`config.mk`:
```
export PLATFORM = sky130hd
export DESIGN_NAME = periodic_timebase
export DESIGN_NICKNAME = d
export VERILOG_FILES = /design/src/design/periodic_timebase_pkg.sv /design/src/design/periodic_timebase.sv
export SDC_FILE = /design/constraint.sdc
export NUM_CORES = 1
export LEC_CHECK = 0
export BUFFER_PORTS_ARGS = -buffer_cell sky130_fd_sc_hd__buf_2
export CORE_AREA = 2 2 112 92
export CTS_BUF_LIST = sky130_fd_sc_hd__clkbuf_4 sky130_fd_sc_hd__clkbuf_8 sky130_fd_sc_hd__clkbuf_16
export CTS_CLUSTER_DIAMETER = 60
export DETAILED_ROUTE_END_ITERATION = 10
export DIE_AREA = 0 0 114 94
export GPL_TIMING_DRIVEN = 0
export HOLD_SLACK_MARGIN = 0.02
export PLACE_DENSITY = 0.67
export SLEW_MARGIN = 5
export SYNTH_ARGS = -nofsm -noshare
export SYNTH_HDL_FRONTEND = slang
export SYNTH_SLANG_ARGS = --single-unit
```
`constraint.sdc`:
```
create_clock -name MCLK -period 2.52 [get_ports MCLK]
set_input_delay 0.126 -clock MCLK [delete_from_list [all_inputs] [get_ports MCLK]]
set_output_delay 0.126 -clock MCLK [all_outputs]
set_load 0.005 [all_outputs]
```
`src/design/periodic_timebase_pkg.sv`:
```
// Purpose: Shared constants for the periodic timebase block.
// Assumes: A 10 MHz MCLK and a 32.768 kHz nominal reference rate.
// Notes:   Offsets are byte addresses on the AXI4-Lite register bus.
package periodic_timebase_pkg;

   // Clock and reference timing, in nanoseconds.
   localparam int MCLK_PERIOD_NS = 100;
   localparam int REF_PERIOD_NS  = 30518;
   // Reference tick spacing in MCLK cycles, rounded down.
   localparam int REF_DIV_CYC    = REF_PERIOD_NS / MCLK_PERIOD_NS;

   // Divider chain length.
   localparam int CNT_STAGES = 18;

   // Register byte offsets.
   localparam logic [7:0] CTRL_OFS = 8'h00;
   localparam logic [7:0] STAT_OFS = 8'h04;
   localparam logic [7:0] MASK_OFS = 8'h08;

   // Control register field positions.
   localparam int EN_BIT    = 1;
   localparam int IE_BIT    = 2;
   localparam int ACK_BIT   = 3;
   localparam int RATE_LSB  = 4;
   localparam int PEND_BIT  = 7;
   // Status and mask register field position.
   localparam int EVT_BIT   = 0;

   // Reset values.
   localparam logic [2:0]  RATE_RST = 3'h0;
   localparam logic [17:0] CNT_RST  = 18'h00000;

   // Bus responses.
   localparam logic [1:0] RESP_OKAY   = 2'h0;
   localparam logic [1:0] RESP_SLVERR = 2'h2;

   // Stage index whose rising edge marks an event, per rate code.
   // A tap of index k gives a division ratio of two to the k+1.
   localparam logic [4:0] TAP_IDX [8] = '{
      5'h11, 5'h10, 5'h0F, 5'h0E, 5'h05, 5'h04, 5'h03, 5'h02
   };

   // Register selection decoded from an address.
   typedef enum {SEL_CTRL, SEL_STAT, SEL_MASK, SEL_NONE} reg_sel_e;

endpackage

```
`src/design/periodic_timebase.sv`:
```
// Purpose: Periodic timebase with an 18-stage divider and rate taps.
// Assumes: Power mode inputs come from logic on the MCLK domain.
// Notes:   Registers sit behind an AXI4-Lite slave, one word each.
`timescale 1ns/10ps

module periodic_timebase
   import periodic_timebase_pkg::*;
#(
   parameter int REF_DIV = REF_DIV_CYC,
   parameter int CNT_W   = CNT_STAGES
) (
   // Clock and reset.
   input  wire logic        MCLK,
   input  wire logic        RST,
   // AXI4-Lite write address channel.
   input  wire logic [7:0]  AWADDR,
   input  wire logic        AWVALID,
   output logic             AWREADY,
   // AXI4-Lite write data channel.
   input  wire logic [31:0] WDATA,
   input  wire logic [3:0]  WSTRB,
   input  wire logic        WVALID,
   output logic             WREADY,
   // AXI4-Lite write response channel.
   output logic [1:0]       BRESP,
   output logic             BVALID,
   input  wire logic        BREADY,
   // AXI4-Lite read address channel.
   input  wire logic [7:0]  ARADDR,
   input  wire logic        ARVALID,
   output logic             ARREADY,
   // AXI4-Lite read data channel.
   output logic [31:0]      RDATA,
   output logic [1:0]       RRESP,
   output logic             RVALID,
   input  wire logic        RREADY,
   // Power mode state from the system controller.
   input  wire logic        WAIT_MODE,
   input  wire logic        STOP_MODE,
   input  wire logic        OSC_STOP_EN,
   // Interrupt outputs.
   output logic             TB_IRQ,
   output logic             IRQ
);

   // Parameters that the logic cannot serve are refused here.
   // The tick divider is 16 bits wide, which caps REF_DIV.
   if (REF_DIV < 1 || REF_DIV > 65536 || CNT_W != CNT_STAGES)
   begin : g_param_check
      $error("periodic_timebase: unsupported parameter values");
   end

   // Returns which register an address selects.
   function automatic reg_sel_e reg_sel(input logic [7:0] a);
      reg_sel_e s;
      s = SEL_NONE;
      if (a == CTRL_OFS) begin
         s = SEL_CTRL;
      end else if (a == STAT_OFS) begin
         s = SEL_STAT;
      end else if (a == MASK_OFS) begin
         s = SEL_MASK;
      end
      return s;
   endfunction

   // Returns the divider stage watched for a rate code.
   function automatic logic [4:0] tap_of(input logic [2:0] r);
      return TAP_IDX[r];
   endfunction

   // Control fields.
   logic             enable_reg;     // Module enable.
   logic             irq_en_reg;     // Rollover interrupt enable.
   logic [2:0]       rate_reg;       // Rate select code.
   logic             pending_reg;    // Rollover pending flag.
   // System interrupt status and mask.
   logic             evt_stat_reg;   // Sticky rollover event.
   logic             evt_mask_reg;   // Event mask, one passes it.
   // Divider chain and reference tick generator.
   logic [CNT_W-1:0] cnt_reg;        // Divider chain stages.
   logic [CNT_W-1:0] cnt_next;       // Chain value after a step.
   logic [15:0]      div_reg;        // MCLK cycles since last tick.
   logic             ref_tick;       // One reference clock period.
   logic             run;            // Reference clock alive.
   logic             step;           // Chain advances this cycle.
   logic             rollover_evt;   // Selected tap rose.
   logic [4:0]       tap;            // Watched stage index.
   // Write channel holding state.
   logic             aw_hold_reg;    // Write address captured.
   logic [7:0]       awaddr_reg;     // Captured write address.
   logic             w_hold_reg;     // Write data captured.
   logic [31:0]      wdata_reg;      // Captured write data.
   logic             wstrb0_reg;     // Captured low byte strobe.
   logic             bvalid_reg;     // Write response pending.
   logic [1:0]       bresp_reg;      // Write response code.
   logic             wr_fire;        // Write performed this cycle.
   logic             wr_ok;          // Write reaches a register.
   reg_sel_e         wr_sel;         // Register hit by the write.
   // Read channel state.
   logic             rvalid_reg;     // Read data pending.
   logic [31:0]      rdata_reg;      // Read data.
   logic [1:0]       rresp_reg;      // Read response code.
   logic             rd_fire;        // Read address taken.
   // Access gate and acknowledge strobe.
   logic             access_ok;      // CPU may reach the registers.
   logic             ack_clear;      // Acknowledge written as one.

   // Registers are closed to the CPU in wait and stop modes.
   assign access_ok = !WAIT_MODE && !STOP_MODE;

   // The reference clock stops in stop mode unless kept alive.
   assign run = enable_reg && !(STOP_MODE && !OSC_STOP_EN);

   // Reference tick divider; it restarts whenever the block is off
   // so that every enable sees the same first tick spacing.
   always_ff @(posedge MCLK or posedge RST) begin
      if (RST) begin
         div_reg <= 16'h0000;
      end else if (!enable_reg) begin
         div_reg <= 16'h0000;
      end else if (run) begin
         if (ref_tick) begin
            div_reg <= 16'h0000;
         end else begin
            div_reg <= div_reg + 16'h0001;
         end
      end
   end

   // A tick is one MCLK cycle wide at the end of each ref period.
   assign ref_tick = run && (div_reg == 16'(REF_DIV - 1));
   assign step     = ref_tick;

   // Next chain value; the chain wraps at its top stage.
   assign cnt_next = cnt_reg + CNT_W'(1);

   // Divider chain: zero while disabled, counting on each reference tick while enabled.
   always_ff @(posedge MCLK or posedge RST) begin
      if (RST) begin
         cnt_reg <= CNT_RST;
      end else if (!enable_reg) begin
         cnt_reg <= CNT_RST;
      end else if (step) begin
         cnt_reg <= cnt_next;
      end
   end

   // Watching the rising edge of the tap gives the first event
   // after half a period from zero, then one per full period.
   assign tap          = tap_of(rate_reg);
   assign rollover_evt = step && cnt_next[tap] && !cnt_reg[tap];

   // Acknowledge strobe: a one written to the write-only bit.
   assign ack_clear = wr_ok && (wr_sel == SEL_CTRL)
                      && wdata_reg[ACK_BIT];

   // Pending flag; a rollover in the acknowledge cycle wins.
   always_ff @(posedge MCLK or posedge RST) begin
      if (RST) begin
         pending_reg <= 1'b0;
      end else if (rollover_evt) begin
         pending_reg <= 1'b1;
      end else if (ack_clear) begin
         pending_reg <= 1'b0;
      end
   end

   // Control fields written from the bus.
   always_ff @(posedge MCLK or posedge RST) begin
      if (RST) begin
         enable_reg <= 1'b0;
         irq_en_reg <= 1'b0;
         rate_reg   <= RATE_RST;
      end else if (wr_ok && wr_sel == SEL_CTRL) begin
         enable_reg <= wdata_reg[EN_BIT];
         irq_en_reg <= wdata_reg[IE_BIT];
         // The rate is taken even while running; software is
         // expected to disable first, else one period is odd.
         rate_reg   <= wdata_reg[RATE_LSB +: 3];
      end
   end

   // Sticky system status bit, cleared by writing a one.
   always_ff @(posedge MCLK or posedge RST) begin
      if (RST) begin
         evt_stat_reg <= 1'b0;
      end else if (rollover_evt) begin
         evt_stat_reg <= 1'b1;
      end else if (wr_ok && wr_sel == SEL_STAT
                   && wdata_reg[EVT_BIT]) begin
         evt_stat_reg <= 1'b0;
      end
   end

   // System interrupt mask.
   always_ff @(posedge MCLK or posedge RST) begin
      if (RST) begin
         evt_mask_reg <= 1'b0;
      end else if (wr_ok && wr_sel == SEL_MASK) begin
         evt_mask_reg <= wdata_reg[EVT_BIT];
      end
   end

   // Level requests: the CPU request follows flag and enable.
   assign TB_IRQ = pending_reg && irq_en_reg;
   assign IRQ    = evt_stat_reg && evt_mask_reg;

   // Address and data are taken independently, one of each.
   assign AWREADY = !aw_hold_reg;
   assign WREADY  = !w_hold_reg;
   assign wr_fire = aw_hold_reg && w_hold_reg && !bvalid_reg;
   assign wr_sel  = reg_sel(awaddr_reg);
   // Only the low byte lane holds fields.
   assign wr_ok   = wr_fire && access_ok && wstrb0_reg
                    && (wr_sel != SEL_NONE);

   // Write address capture.
   always_ff @(posedge MCLK or posedge RST) begin
      if (RST) begin
         aw_hold_reg <= 1'b0;
         awaddr_reg  <= 8'h00;
      end else if (AWVALID && !aw_hold_reg) begin
         aw_hold_reg <= 1'b1;
         awaddr_reg  <= AWADDR;
      end else if (wr_fire) begin
         aw_hold_reg <= 1'b0;
      end
   end

   // Write data capture.
   always_ff @(posedge MCLK or posedge RST) begin
      if (RST) begin
         w_hold_reg <= 1'b0;
         wdata_reg  <= 32'h00000000;
         wstrb0_reg <= 1'b0;
      end else if (WVALID && !w_hold_reg) begin
         w_hold_reg <= 1'b1;
         wdata_reg  <= WDATA;
         wstrb0_reg <= WSTRB[0];
      end else if (wr_fire) begin
         w_hold_reg <= 1'b0;
      end
   end

   // Write response; refused accesses answer with an error.
   always_ff @(posedge MCLK or posedge RST) begin
      if (RST) begin
         bvalid_reg <= 1'b0;
         bresp_reg  <= RESP_OKAY;
      end else if (wr_fire) begin
         bvalid_reg <= 1'b1;
         if (access_ok && wr_sel != SEL_NONE) begin
            bresp_reg <= RESP_OKAY;
         end else begin
            bresp_reg <= RESP_SLVERR;
         end
      end else if (BREADY) begin
         bvalid_reg <= 1'b0;
      end
   end

   assign BVALID = bvalid_reg;
   assign BRESP  = bresp_reg;

   // Read channel; one read at a time, answered next cycle.
   assign ARREADY = !rvalid_reg;
   assign rd_fire = ARVALID && !rvalid_reg;

   always_ff @(posedge MCLK or posedge RST) begin
      if (RST) begin
         rvalid_reg <= 1'b0;
         rdata_reg  <= 32'h00000000;
         rresp_reg  <= RESP_OKAY;
      end else if (rd_fire) begin
         rvalid_reg <= 1'b1;
         rdata_reg  <= 32'h00000000;
         rresp_reg  <= RESP_OKAY;
         if (!access_ok) begin
            rresp_reg <= RESP_SLVERR;
         end else begin
            case (reg_sel(ARADDR))
               SEL_CTRL: begin
                  // Acknowledge bit reads back as zero.
                  rdata_reg[EN_BIT]         <= enable_reg;
                  rdata_reg[IE_BIT]         <= irq_en_reg;
                  rdata_reg[RATE_LSB +: 3]  <= rate_reg;
                  rdata_reg[PEND_BIT]       <= pending_reg;
               end
               SEL_STAT: begin
                  rdata_reg[EVT_BIT] <= evt_stat_reg;
               end
               SEL_MASK: begin
                  rdata_reg[EVT_BIT] <= evt_mask_reg;
               end
               default: begin
                  rresp_reg <= RESP_SLVERR;
               end
            endcase
         end
      end else if (RREADY) begin
         rvalid_reg <= 1'b0;
      end
   end

   assign RVALID = rvalid_reg;
   assign RDATA  = rdata_reg;
   assign RRESP  = rresp_reg;
endmodule

```
==> run_results.csv, run 1 <==
group,metric,value,unit
sta,finalCriticalPeriod,2294,ps
yosys,yosysTopAreaCell,"dfrtp_1",
die,die_width,114,um
sta,rsz0062_at_grt,"false",
routing,drt-initial-drc-count,288,
clock_network,cts_buffers,9,
yosys,synth_area_leaders,"dfrtp_1, buf_4, mux2_2",
worst_setup_path,endpoint_kind,"flip-flop",
routing,drc,0,
worst_setup_path,worst-path-max-fanout,10,
final_layout,fillCellCount,857,
worst_setup_path,r2r-start,"div_reg[0]$_DFFE_PP0P_",
routing,antenna_left,0,
yosys,ys_warn_count,0,
worst_setup_path,path_class,"flip-flop to flip-flop",
sta,fmax,435.9,MHz
placement,place_ws,52.15,ps
final_layout,largest_reg_flops,18,
yosys,synth-edff-count,0,
final_layout,diodes,0,
yosys,netlist_area,4217,um^2
placement,gp_congestion,0.8952,
worst_setup_path,r2r_end,"cnt_reg[10]$_DFFE_PP0P_",
yosys,synth_async_sr_flop_share,1.000,
global_routing,grt_util_all_layers,0.1909,
die,start_util,0.4425,
worst_hold_path,hold_path.class,"input port to flip-flop",
global_routing,grt_max_degree,47,
clock_network,clk_latency,330,ps
routing,first_pass_iters,4,
die,die_area,10720,um^2
final_layout,drive_above_1_share,0.2726,
sta,worst_slew_pin_slew,1083,ps
worst_hold_path,hp-start,"WSTRB[0]",
sta,hold_viol,0,
placement,port_buffers,49,
clock_network,root_buffer,"clkbuf_16",
sta,post-route-period-util,0.9105,
yosys,yosysMostFrequentCell,"dfrtp_1",
routing,wl,9826,um
final_layout,finalInstanceArea,5119,um^2
die,coreArea,9529,um^2
sta,drv_slew,0,
yosys,synth-seq-area-share,0.4214,
worst_setup_path,reg2reg_depth,10,
worst_hold_path,whs_path_depth,2,
worst_setup_path,arrival,2480,ps
die,pin_count,105,
global_routing,grt_pass1_wl,16170,um
sta,setup_tns,0,ps
yosys,ys_types,62,
pwr,power_density,617.1,nW/um^2
clock_network,htree_levels,3,
yosys,syn_inst,430,
worst_setup_path,required,2710,ps
final_layout,multi_input_area,2108,um^2
global_routing,grt_pass1_vias,3335,
placement,placed_area,4738,um^2
yosys,synth_common_cells,"dfrtp_1, nand2_1, nor2_1",
run_status,status,"complete, no violations",
global_routing,grt-ovfl-total,0,
final_layout,layout.nets,598,
yosys,synth_seq_cells,71,
final_layout,area_growth,21.39,%
yosys,ys.flop_type,"dfrtp_1",
pwr,cellLeakagePower,2.345,nW
run,cap_violations,0,
worst_hold_path,holdPathEnd,"wstrb0_reg$_DFFE_PP0P_",
clock_network,clockBufferDepth,2,
placement,dp_hpwl,7254,um
worst_setup_path,rrSetupSlack,230,ps
worst_setup_path,cp-start-kind,"flip-flop",
sta,setup_viol,0,
sta,clock_skew,6.329,ps
sta,layout_setup_ws,225.6,ps
final_layout,register_area,1777,um^2
routing,vias,3505,
clock_network,cts.clk_slew.worst_paths,60,ps
clock_network,cts.sinks,71,
pwr,vdd.ir_drop.worst,0.6191,mV
global_routing,antenna_found_initial,0,
routing,wl_per_cell,15.09,um
yosys,yosysTopAreaCellShare,0.4214,
routing,via_per_inst,5.384,
die,fp-row-count,32,
clock_network,cts_tree,"done",
die,fp.dieH,94,um
sta,max_slew_margin,0.2676,
yosys,avgSynthCellArea,9.806,um^2
[how the worst max path moves through the flow]
stage / from / endpoint / slack [ps] / cells after the start
3_5_place_dp: rate_reg[1]$_DFFE_PP0N_ / evt_stat_reg$_DFFE_PP0P_ / 50 / 10
6_report: div_reg[0]$_DFFE_PP0P_ / cnt_reg[10]$_DFFE_PP0P_ / 230 / 10
4_1_cts: rate_reg[1]$_DFFE_PP0N_ / evt_stat_reg$_DFFE_PP0P_ / 40 / 10
2_1_floorplan: rate_reg[1]$_DFFE_PP0N_ / evt_stat_reg$_DFFE_PP0P_ / 320 / 10
5_1_grt: div_reg[0]$_DFFE_PP0P_ / cnt_reg[15]$_DFFE_PP0P_ / 9 / 10
3_3_place_gp: RST / cnt_reg[5]$_DFFE_PP0P_ / -250 / 2
[placed cells by master (no fill, tap or decap), types with 8 or more instances in the layout]
master and instances:
xor2_1 14, inv_1 13, dfrtp_1 71, nand4_1 8, dlygate4sd3_1 8, o21ai_0 28, clkbuf_16 9, buf_2 54
nand2_1 35, nor3_1 10, nand3_1 14, conb_1 27, buf_4 31, nor4_1 11, mux2_2 19, o31ai_1 8
nor2_1 33, ha_1 9
[routing by layer]
metal,track usage,share of wire,vias up
met3,0.04968,0.059,24
met5,0,0,-
met4,0.07419,0.016,0
met2,0.2897,0.46,146
met1,0.2616,0.46,1653
li1,-,-,1682
[where the power goes]
part / leakage, nW / switching (W) / internal, W
registers: 0.926 / 0.000126 / 0.00132
clock network: 0.135 / 0.000478 / 0.000702
logic: 1.28 / 0.000239 / 0.000296
total: 2.35 / 0.000844 / 0.00231
[worst max-delay path: stages, from the launching register on]
cell	delay, ps
dfrtp_1	380
inv_1	70
ha_1	190
nor4bb_1	130
and3_1	160
nand3_2	100
buf_2	260
buf_1	500
nor2_1	110
o21ai_0	170
o41ai_1	90
[layout make-up]
cell class,instances,share of cell area
Multi-Input combinational cell,318,0.4119
Clock buffer,11,0.04815
Buffer,51,0.07235
Clock inverter,5,0.006600
Inverter,16,0.01296
Timing Repair Buffer,60,0.07187
Sequential cell,71,0.3471
Tap cell,119,0.02909
[stage by stage]
stage	total power, W	util	cells	hold slack [ps]
floorplan	0.001813	-	456	222.4
global placement	0.001963	0.4941	624	305.9
detailed placement	0.001988	0.4972	625	131.1
CTS	0.003178	0.5351	649	20.83
global route	0.003326	0.5372	651	21.61
finish	0.003159	0.5372	651	28.73
[cell families (layout without fill, tap and decap cells)]
kind of cell	after synthesis	count (layout)	synth area share
and+or+nand+nor	155	155	0.2015
AOI/OAI and AO/OA	81	81	0.1332
DFF	71	71	0.4214
buffers and inverters	67	143	0.1018
muxes	25	25	0.07092
xor gates and xnor gates	21	21	0.04362
adders and majority gates	9	9	0.02671
other	1	27	0.0008894
[what timing repair did]
action	in CTS	in global routing
endpoints found under the setup margin	0	7
buffers inserted	0	2
hold endpoints to repair	32	0
hold buffers	8	0
resized for setup	0	3
Power figures use the tool's default switching activity.
==> run 2, diff against run 1 <==
ABC_AREA = 1   (was default)
CORE_AREA = 2 2 111 91   (was 2 2 112 92)
DIE_AREA = 0 0 113 93   (was 0 0 114 94)
PLACE_DENSITY = 0.7   (was 0.67)
clock period = 2.1 ns   (was 2.52 ns; I/O delays follow)
==> run 2 against run 1 <==
  * The flow now finishes with violations (DRC)
  * Global-route usage is 0.48 points higher
  * Sequential share of layout area down 0.42 points
  * Clock power rose by 36%
  * Sequential power is 16% higher
  * Highest routed layer unchanged
  * Final cell count rose by 14%
  * Maximum frequency increased by 16%
  * Critical path depth grew 3
  * Non-clock buffer count fell by 5
  * Setup slack got worse by 110 ps
  * Area after synthesis shrank 1.9%
==> run_results.csv, run 2 <==
group,metric,value,unit
run_status,status,"finished with violations",
run_status,violations,"DRC",
worst_setup_path,crit_path_top_delay_cell,"dfrtp_2",
yosys,synth-seq-area-share,0.4297,
die,coreArea,9449,um^2
clock_network,htree_levels,3,
global_routing,grt-ovfl-total,0,
pwr,p_total,0.003840,W
routing,drt-initial-drc-count,346,
clock_network,clk_latency,340,ps
placement,placed_area,4657,um^2
yosys,netlist_area,4135,um^2
sta,setup_tns,0,ps
placement,port_buffers,49,
pwr,vdd.ir_drop.worst,0.8017,mV
clock_network,root_buffer,"clkbuf_16",
clock_network,cts_buffers,9,
sta,drv_slew,0,
yosys,synth_common_cells,"nand2_1, dfrtp_1, inv_1",
routing,wl,9931,um
run,cap_violations,0,
worst_setup_path,slowest_delay,420,ps
yosys,yosysMostFrequentCell,"nand2_1",
clock_network,clockBufferDepth,2,
yosys,ys.flop_type,"dfrtp_1",
routing,via_per_inst,4.988,
pwr,seq_power_share,0.434,
yosys,yosysTopAreaCellShare,0.4297,
sta,setup_viol,0,
yosys,synth-edff-count,0,
worst_setup_path,arrival,2220,ps
final_layout,final_common_cell,"nand2_1",
routing,wl_per_cell,13.40,um
final_layout,layout.nets,688,
worst_setup_path,worst-path-max-fanout,5,
global_routing,grt_max_degree,58,
die,fp.dieH,93,um
yosys,synth_area_leaders,"dfrtp_1, nand2_1, nand3_1",
die,pin_count,105,
final_layout,layout_common_cells,"nand2_1, dfrtp_1, inv_1, buf_2, nand3_1",
placement,place_ws,-40.29,ps
sta,finalCriticalPeriod,1985,ps
worst_setup_path,endpoint_kind,"flip-flop",
pwr,internal_power,0.002803,W
sta,hold_viol,0,
die,die_width,113,um
final_layout,finalInstanceArea,5185,um^2
pwr,switching_power,0.001037,W
sta,post-route-period-util,0.9453,
clock_network,cts.clk_slew.worst_paths,60,ps
global_routing,grt_util_all_layers,0.1957,
routing,vias,3696,
die,fp-row-count,32,
global_routing,grt_pass1_vias,3433,
yosys,avgSynthCellArea,8.092,um^2
worst_setup_path,path_class,"flip-flop to flip-flop",
pwr,power_density,740.6,nW/um^2
global_routing,antenna_found_initial,0,
yosys,synth_async_sr_flop_share,1.000,
yosys,ys_warn_count,0,
pwr,p_sw_frac,0.2701,
worst_setup_path,crit_path_cell_trace,"ha_4 -> nand2_1 -> nor2_4 -> buf_4 -> nand3_1 -> nand3_1 -> nand3_1 -> nand3_1 -> nand3_1 -> nand2_1 -> nand2_1 -> nand2_1 -> nand2_1",
worst_hold_path,hold_path.class,"input port to flip-flop",
clock_network,cts_tree,"done",
sta,layout_setup_ws,114.8,ps
die,die_area,10510,um^2
yosys,syn_inst,511,
pwr,clkPwrFrac,0.417,
worst_setup_path,cp-start-kind,"flip-flop",
yosys,ys_types,39,
final_layout,area_growth,25.39,%
global_routing,grt_pass1_wl,16380,um
routing,drc,4,
pwr,cellLeakagePower,2.371,nW
sta,clock_skew,12.43,ps
routing,first_pass_iters,8,
placement,gp_congestion,0.9135,
clock_network,cts.sinks,71,
final_layout,drive_above_1_share,0.2363,
pwr,power_frac_comb,0.148,
final_layout,fillCellCount,876,
die,start_util,0.4376,
yosys,yosysTopAreaCell,"dfrtp_1",
placement,dp_hpwl,7332,um
routing,antenna_left,0,
worst_setup_path,required,2330,ps
yosys,synth_seq_cells,71,
final_layout,diodes,0,
final_layout,largest_reg_flops,18,
sta,fmax,503.7,MHz
[run 2: cell types whose count changed after synthesis, moves of 8 or more]
cell     previous run  this run
nand3_1            14        50
nand2_1            35        78
a21oi_1             5        21
o21ai_0            28        49
inv_1              14        65
nor2_2              0         8
[run 2: final cells by class]
type                       instances  area (um^2)  share of cell area
inverter                          67        254.0             0.04899
clock inverter                     6        72.57             0.01400
tap                              119        148.9             0.02872
buffer                            37        270.3             0.05212
clock buffer                      10        239.0             0.04609
multi-input combinational        362         1969              0.3798
sequential                        71         1778              0.3429
timing repair buffer              69        452.9             0.08736
[run 2: cell families (layout without fill, tap and decap cells)]
group / count (synthesis) / count (layout) / share of synthesized area
fa+ha+maj: 9 / 9 / 0.02723
simple gates: 221 / 221 / 0.2572
mux: 13 / 13 / 0.03540
xor+xnor: 9 / 9 / 0.01906
compound gates: 83 / 83 / 0.1059
other cells: 1 / 27 / 0.0009068
flops: 71 / 71 / 0.4297
buf+inv: 104 / 189 / 0.1247
[run 2: power groups by stage]
stage	clock (W)	combinational [W]	sequential, W
2_1_floorplan	0	0.000385	0.00166
3_3_place_gp	0	0.000507	0.00167
3_5_place_dp	0	0.000546	0.00169
4_1_cts	0.00163	0.000570	0.00167
5_1_grt	0.00169	0.000641	0.00169
6_report	0.00160	0.000569	0.00167
[run 2: layer usage]
layer | up-vias | GRT usage | wire length, um
met4 | 0 | 0.05285 | 127
li1 | 1852 | - | -
met2 | 142 | 0.3064 | 4489
met3 | 16 | 0.05379 | 750
met1 | 1686 | 0.2689 | 4564
met5 | - | 0 | 0
[run 2: worst paths after layout]
path,cells past startpoint,end,start,slack [ps]
worst max-delay path,13,pending_reg$_DFFE_PP0P_,cnt_reg[0]$_DFFE_PP0P_,110
worst min-delay path,2,wdata_reg[0]$_DFFE_PP0P_,WDATA[0],30
worst max register to register,13,pending_reg$_DFFE_PP0P_,cnt_reg[0]$_DFFE_PP0P_,110
worst min register to register,2,rate_reg[2]$_DFFE_PP0N_,rate_reg[2]$_DFFE_PP0N_,490
max in group asynchronous,4,cnt_reg[13]$_DFFE_PP0P_,RST,1320
min in group asynchronous,3,div_reg[11]$_DFFE_PP0P_,RST,230
[run 2: stage by stage]
| stage | hold slack, ps | cells | util |
|---|---|---|---|
| after CTS | 20.82 | 737 | 0.5422 |
| after detailed placement | 49.54 | 706 | 0.4929 |
| after global routing | 21.49 | 741 | 0.5487 |
| final | 31.56 | 741 | 0.5487 |
| after global placement | 288.2 | 705 | 0.4897 |
| after floorplan | 201.4 | 537 | - |
[run 2: critical path, delay by kind of cell, from the launching register on]
family | cells | cell delay (ps)
AND/OR/NAND/NOR | 11 | 1120
flip-flops | 1 | 420
buffers and inverters | 1 | 150
adder cells (fa/ha/maj) | 1 | 180
[run 2: what timing repair did]
action | 4_1_cts | 5_1_grt
buffers inserted | 0 | 4
pin swaps | 0 | 1
gates cloned | 0 | 0
resized for setup | 1 | 9
hold buffers | 15 | 0
setup endpoints to repair | 2 | 2
hold endpoints to repair | 85 | 0
==> run 3, diff against run 2 <==
ABC_AREA = default   (was 1)
CORE_AREA = 2 2 112 92   (was 2 2 111 91)
DIE_AREA = 0 0 114 94   (was 0 0 113 93)
==> run 3 against run 2 <==
  * The flow now finishes without violations
  * Utilization is 3.7 points higher
  * Sequential power is 5% higher
  * Routed wire length is 6.1% higher
  * Combinational power is 25% higher
  * Sequential share of layout area is 2.4 points lower
  * Non-clock buffer count is 22 higher
  * Total power is 7.6% higher
  * Largest cell class unchanged
  * Die area is 2.0% higher
  * Highest routed layer unchanged
  * Flip-flop and latch count stayed put
  * Via count is 3.3% lower
  * Final cell count is 9.9% lower
==> run_results.csv, run 3 (synthesis results as in run 1) <==
group,metric,value,unit
final_layout,largest_reg_flops,18,
worst_setup_path,endpoint_kind,"flip-flop",
worst_setup_path,cp-start-kind,"flip-flop",
worst_setup_path,reg2reg_depth,8,
die,start_util,0.4425,
routing,drc,0,
die,coreArea,9529,um^2
sta,rsz0062_at_grt,"true",
clock_network,clockBufferDepth,2,
die,fp-row-count,32,
worst_setup_path,slowest_delay,350,ps
final_layout,drive_above_1_share,0.3333,
sta,max_slew_margin,0.2480,
routing,vias,3573,
sta,setup_viol,0,
sta,finalCriticalPeriod,2050,ps
clock_network,clk_latency,330,ps
sta,drv_slew,0,
clock_network,cts_tree,"done",
final_layout,layout.nets,615,
clock_network,cts_buffers,9,
die,die_width,114,um
routing,first_pass_iters,4,
global_routing,grt_pass1_wl,17020,um
worst_hold_path,hp-start,"OSC_STOP_EN",
final_layout,fin_cells,668,
clock_network,htree_levels,3,
worst_setup_path,path_class,"flip-flop to flip-flop",
final_layout,diodes,0,
pwr,vdd.ir_drop.worst,0.9762,mV
clock_network,cts.clk_slew.worst_paths,60,ps
global_routing,grt_max_degree,42,
worst_setup_path,arrival,2300,ps
worst_setup_path,required,2350,ps
worst_hold_path,whs_path_depth,4,
global_routing,grt_pass1_vias,3501,
global_routing,grt_util_all_layers,0.2022,
placement,dp_hpwl,7150,um
final_layout,layout_common_cells,"dfrtp_1, buf_2, buf_4, nand2_1, nor2_1",
routing,drt-initial-drc-count,291,
sta,post-route-period-util,0.9764,
die,pin_count,105,
global_routing,grt-ovfl-total,0,
sta,worst_slew_pin_slew,1112,ps
die,fp.dieH,94,um
routing,wl_per_cell,15.77,um
routing,wl,10540,um
worst_setup_path,rrSetupSlack,50,ps
final_layout,area_growth,32.40,%
worst_setup_path,crit_path_top_delay_cell,"dfrtp_1",
sta,clock_skew,7.152,ps
worst_hold_path,hold_path.class,"input port to flip-flop",
run,cap_violations,0,
run_status,status,"complete, no violations",
routing,via_per_inst,5.349,
routing,antenna_left,0,
worst_hold_path,holdPathEnd,"div_reg[1]$_DFFE_PP0P_",
pwr,cellLeakagePower,2.515,nW
placement,placed_area,4736,um^2
worst_setup_path,crit_path_cell_trace,"clkbuf_8 -> clkinv_8 -> ha_4 -> a31o_1 -> a211o_1 -> nor4_4 -> nand4_1 -> a31oi_1",
placement,gp_congestion,0.9163,
die,die_area,10720,um^2
global_routing,antenna_found_initial,0,
sta,hold_viol,0,
worst_setup_path,r2r_end,"evt_stat_reg$_DFFE_PP0P_",
final_layout,final_common_cell,"dfrtp_1",
worst_setup_path,r2r-start,"rate_reg[1]$_DFFE_PP0N_",
pwr,p_total,0.004132,W
clock_network,cts.sinks,71,
sta,fmax,487.7,MHz
final_layout,finalInstanceArea,5583,um^2
placement,port_buffers,49,
pwr,power_density,740.1,nW/um^2
worst_setup_path,crit_path_start,"rate_reg[1]$_DFFE_PP0N_",
worst_setup_path,worst-path-max-fanout,5,
placement,placed_cells,625,
clock_network,root_buffer,"clkbuf_16",
## run 3: cell types whose count changed in the layout (fill, tap and decap cells not counted), sizes merged, moves of 10 or more
cell    change
nand2      -47
a21oi      -16
nor2       -11
clkbuf     +10
inv        -57
o21ai      -24
nand3      -39
## run 3: report_power, final
group          leakage, nW  internal [W]  switching [W]
Clock                0.159       0.00109       0.000582
Combinational         1.43      0.000393       0.000321
Sequential           0.923       0.00158       0.000170
## run 3: repair_timing
item / in CTS / in global routing
resized for setup: 14 / 46
pin swaps: 3 / 12
endpoints found under the hold margin: 50 / 0
endpoints found under the setup margin: 29 / 32
hold buffers: 21 / 0
cloned: 0 / 1
setup buffers: 4 / 3
## run 3: final cells by class
type | count | area, um^2
multi-input cells | 318 | 2344
inverters | 16 | 75.07
clock buffers | 11 | 246.5
plain buffers | 49 | 375.4
flip-flops and latches | 71 | 1779
fillers | 788 | 3946
repair buffers | 79 | 533.0
clock inverters | 5 | 81.33
well taps | 119 | 148.9
## run 3: worst max-delay path by stage
stage | cells after the start | slack (ps) | endpoint
2_1_floorplan | 10 | 20 | evt_stat_reg$_DFFE_PP0P_
3_3_place_gp | 2 | -700 | awaddr_reg[5]$_DFFE_PP0P_
3_5_place_dp | 10 | -210 | cnt_reg[12]$_DFFE_PP0P_
4_1_cts | 10 | 1 | evt_stat_reg$_DFFE_PP0P_
5_1_grt | 9 | -50 | cnt_reg[16]$_DFFE_PP0P_
6_report | 8 | 50 | evt_stat_reg$_DFFE_PP0P_
## run 3: layer usage
metal	vias to the layer above	GRT usage	wire [um]
li1	1716	-	-
met1	1722	0.2663	4496
met2	127	0.3234	5146
met3	8	0.05032	786
met4	0	0.07520	108
met5	-	0	0
## run 3: through the flow
| step | TNS (ps) | setup slack, ps | hold WS [ps] | util |
|---|---|---|---|---|
| global route | -434.9 | -53.99 | 100.7 | 0.5859 |
| finish | 0 | 49.61 | 94.05 | 0.5859 |
| CTS | 0 | 1.210 | 74.46 | 0.5638 |
| floorplan | 0 | 18.28 | 201.4 | - |
| global placement | -51880 | -697.8 | 283.5 | 0.4946 |
| detailed placement | -3346 | -206.5 | 130.8 | 0.4970 |
## run 3: critical path: cells and delay by family, from the launching register on
kind	cells	cell delay, ps
flops	1	350
fa+ha+maj	1	240
simple gates	2	450
buf+inv	2	200
compound gates	3	710
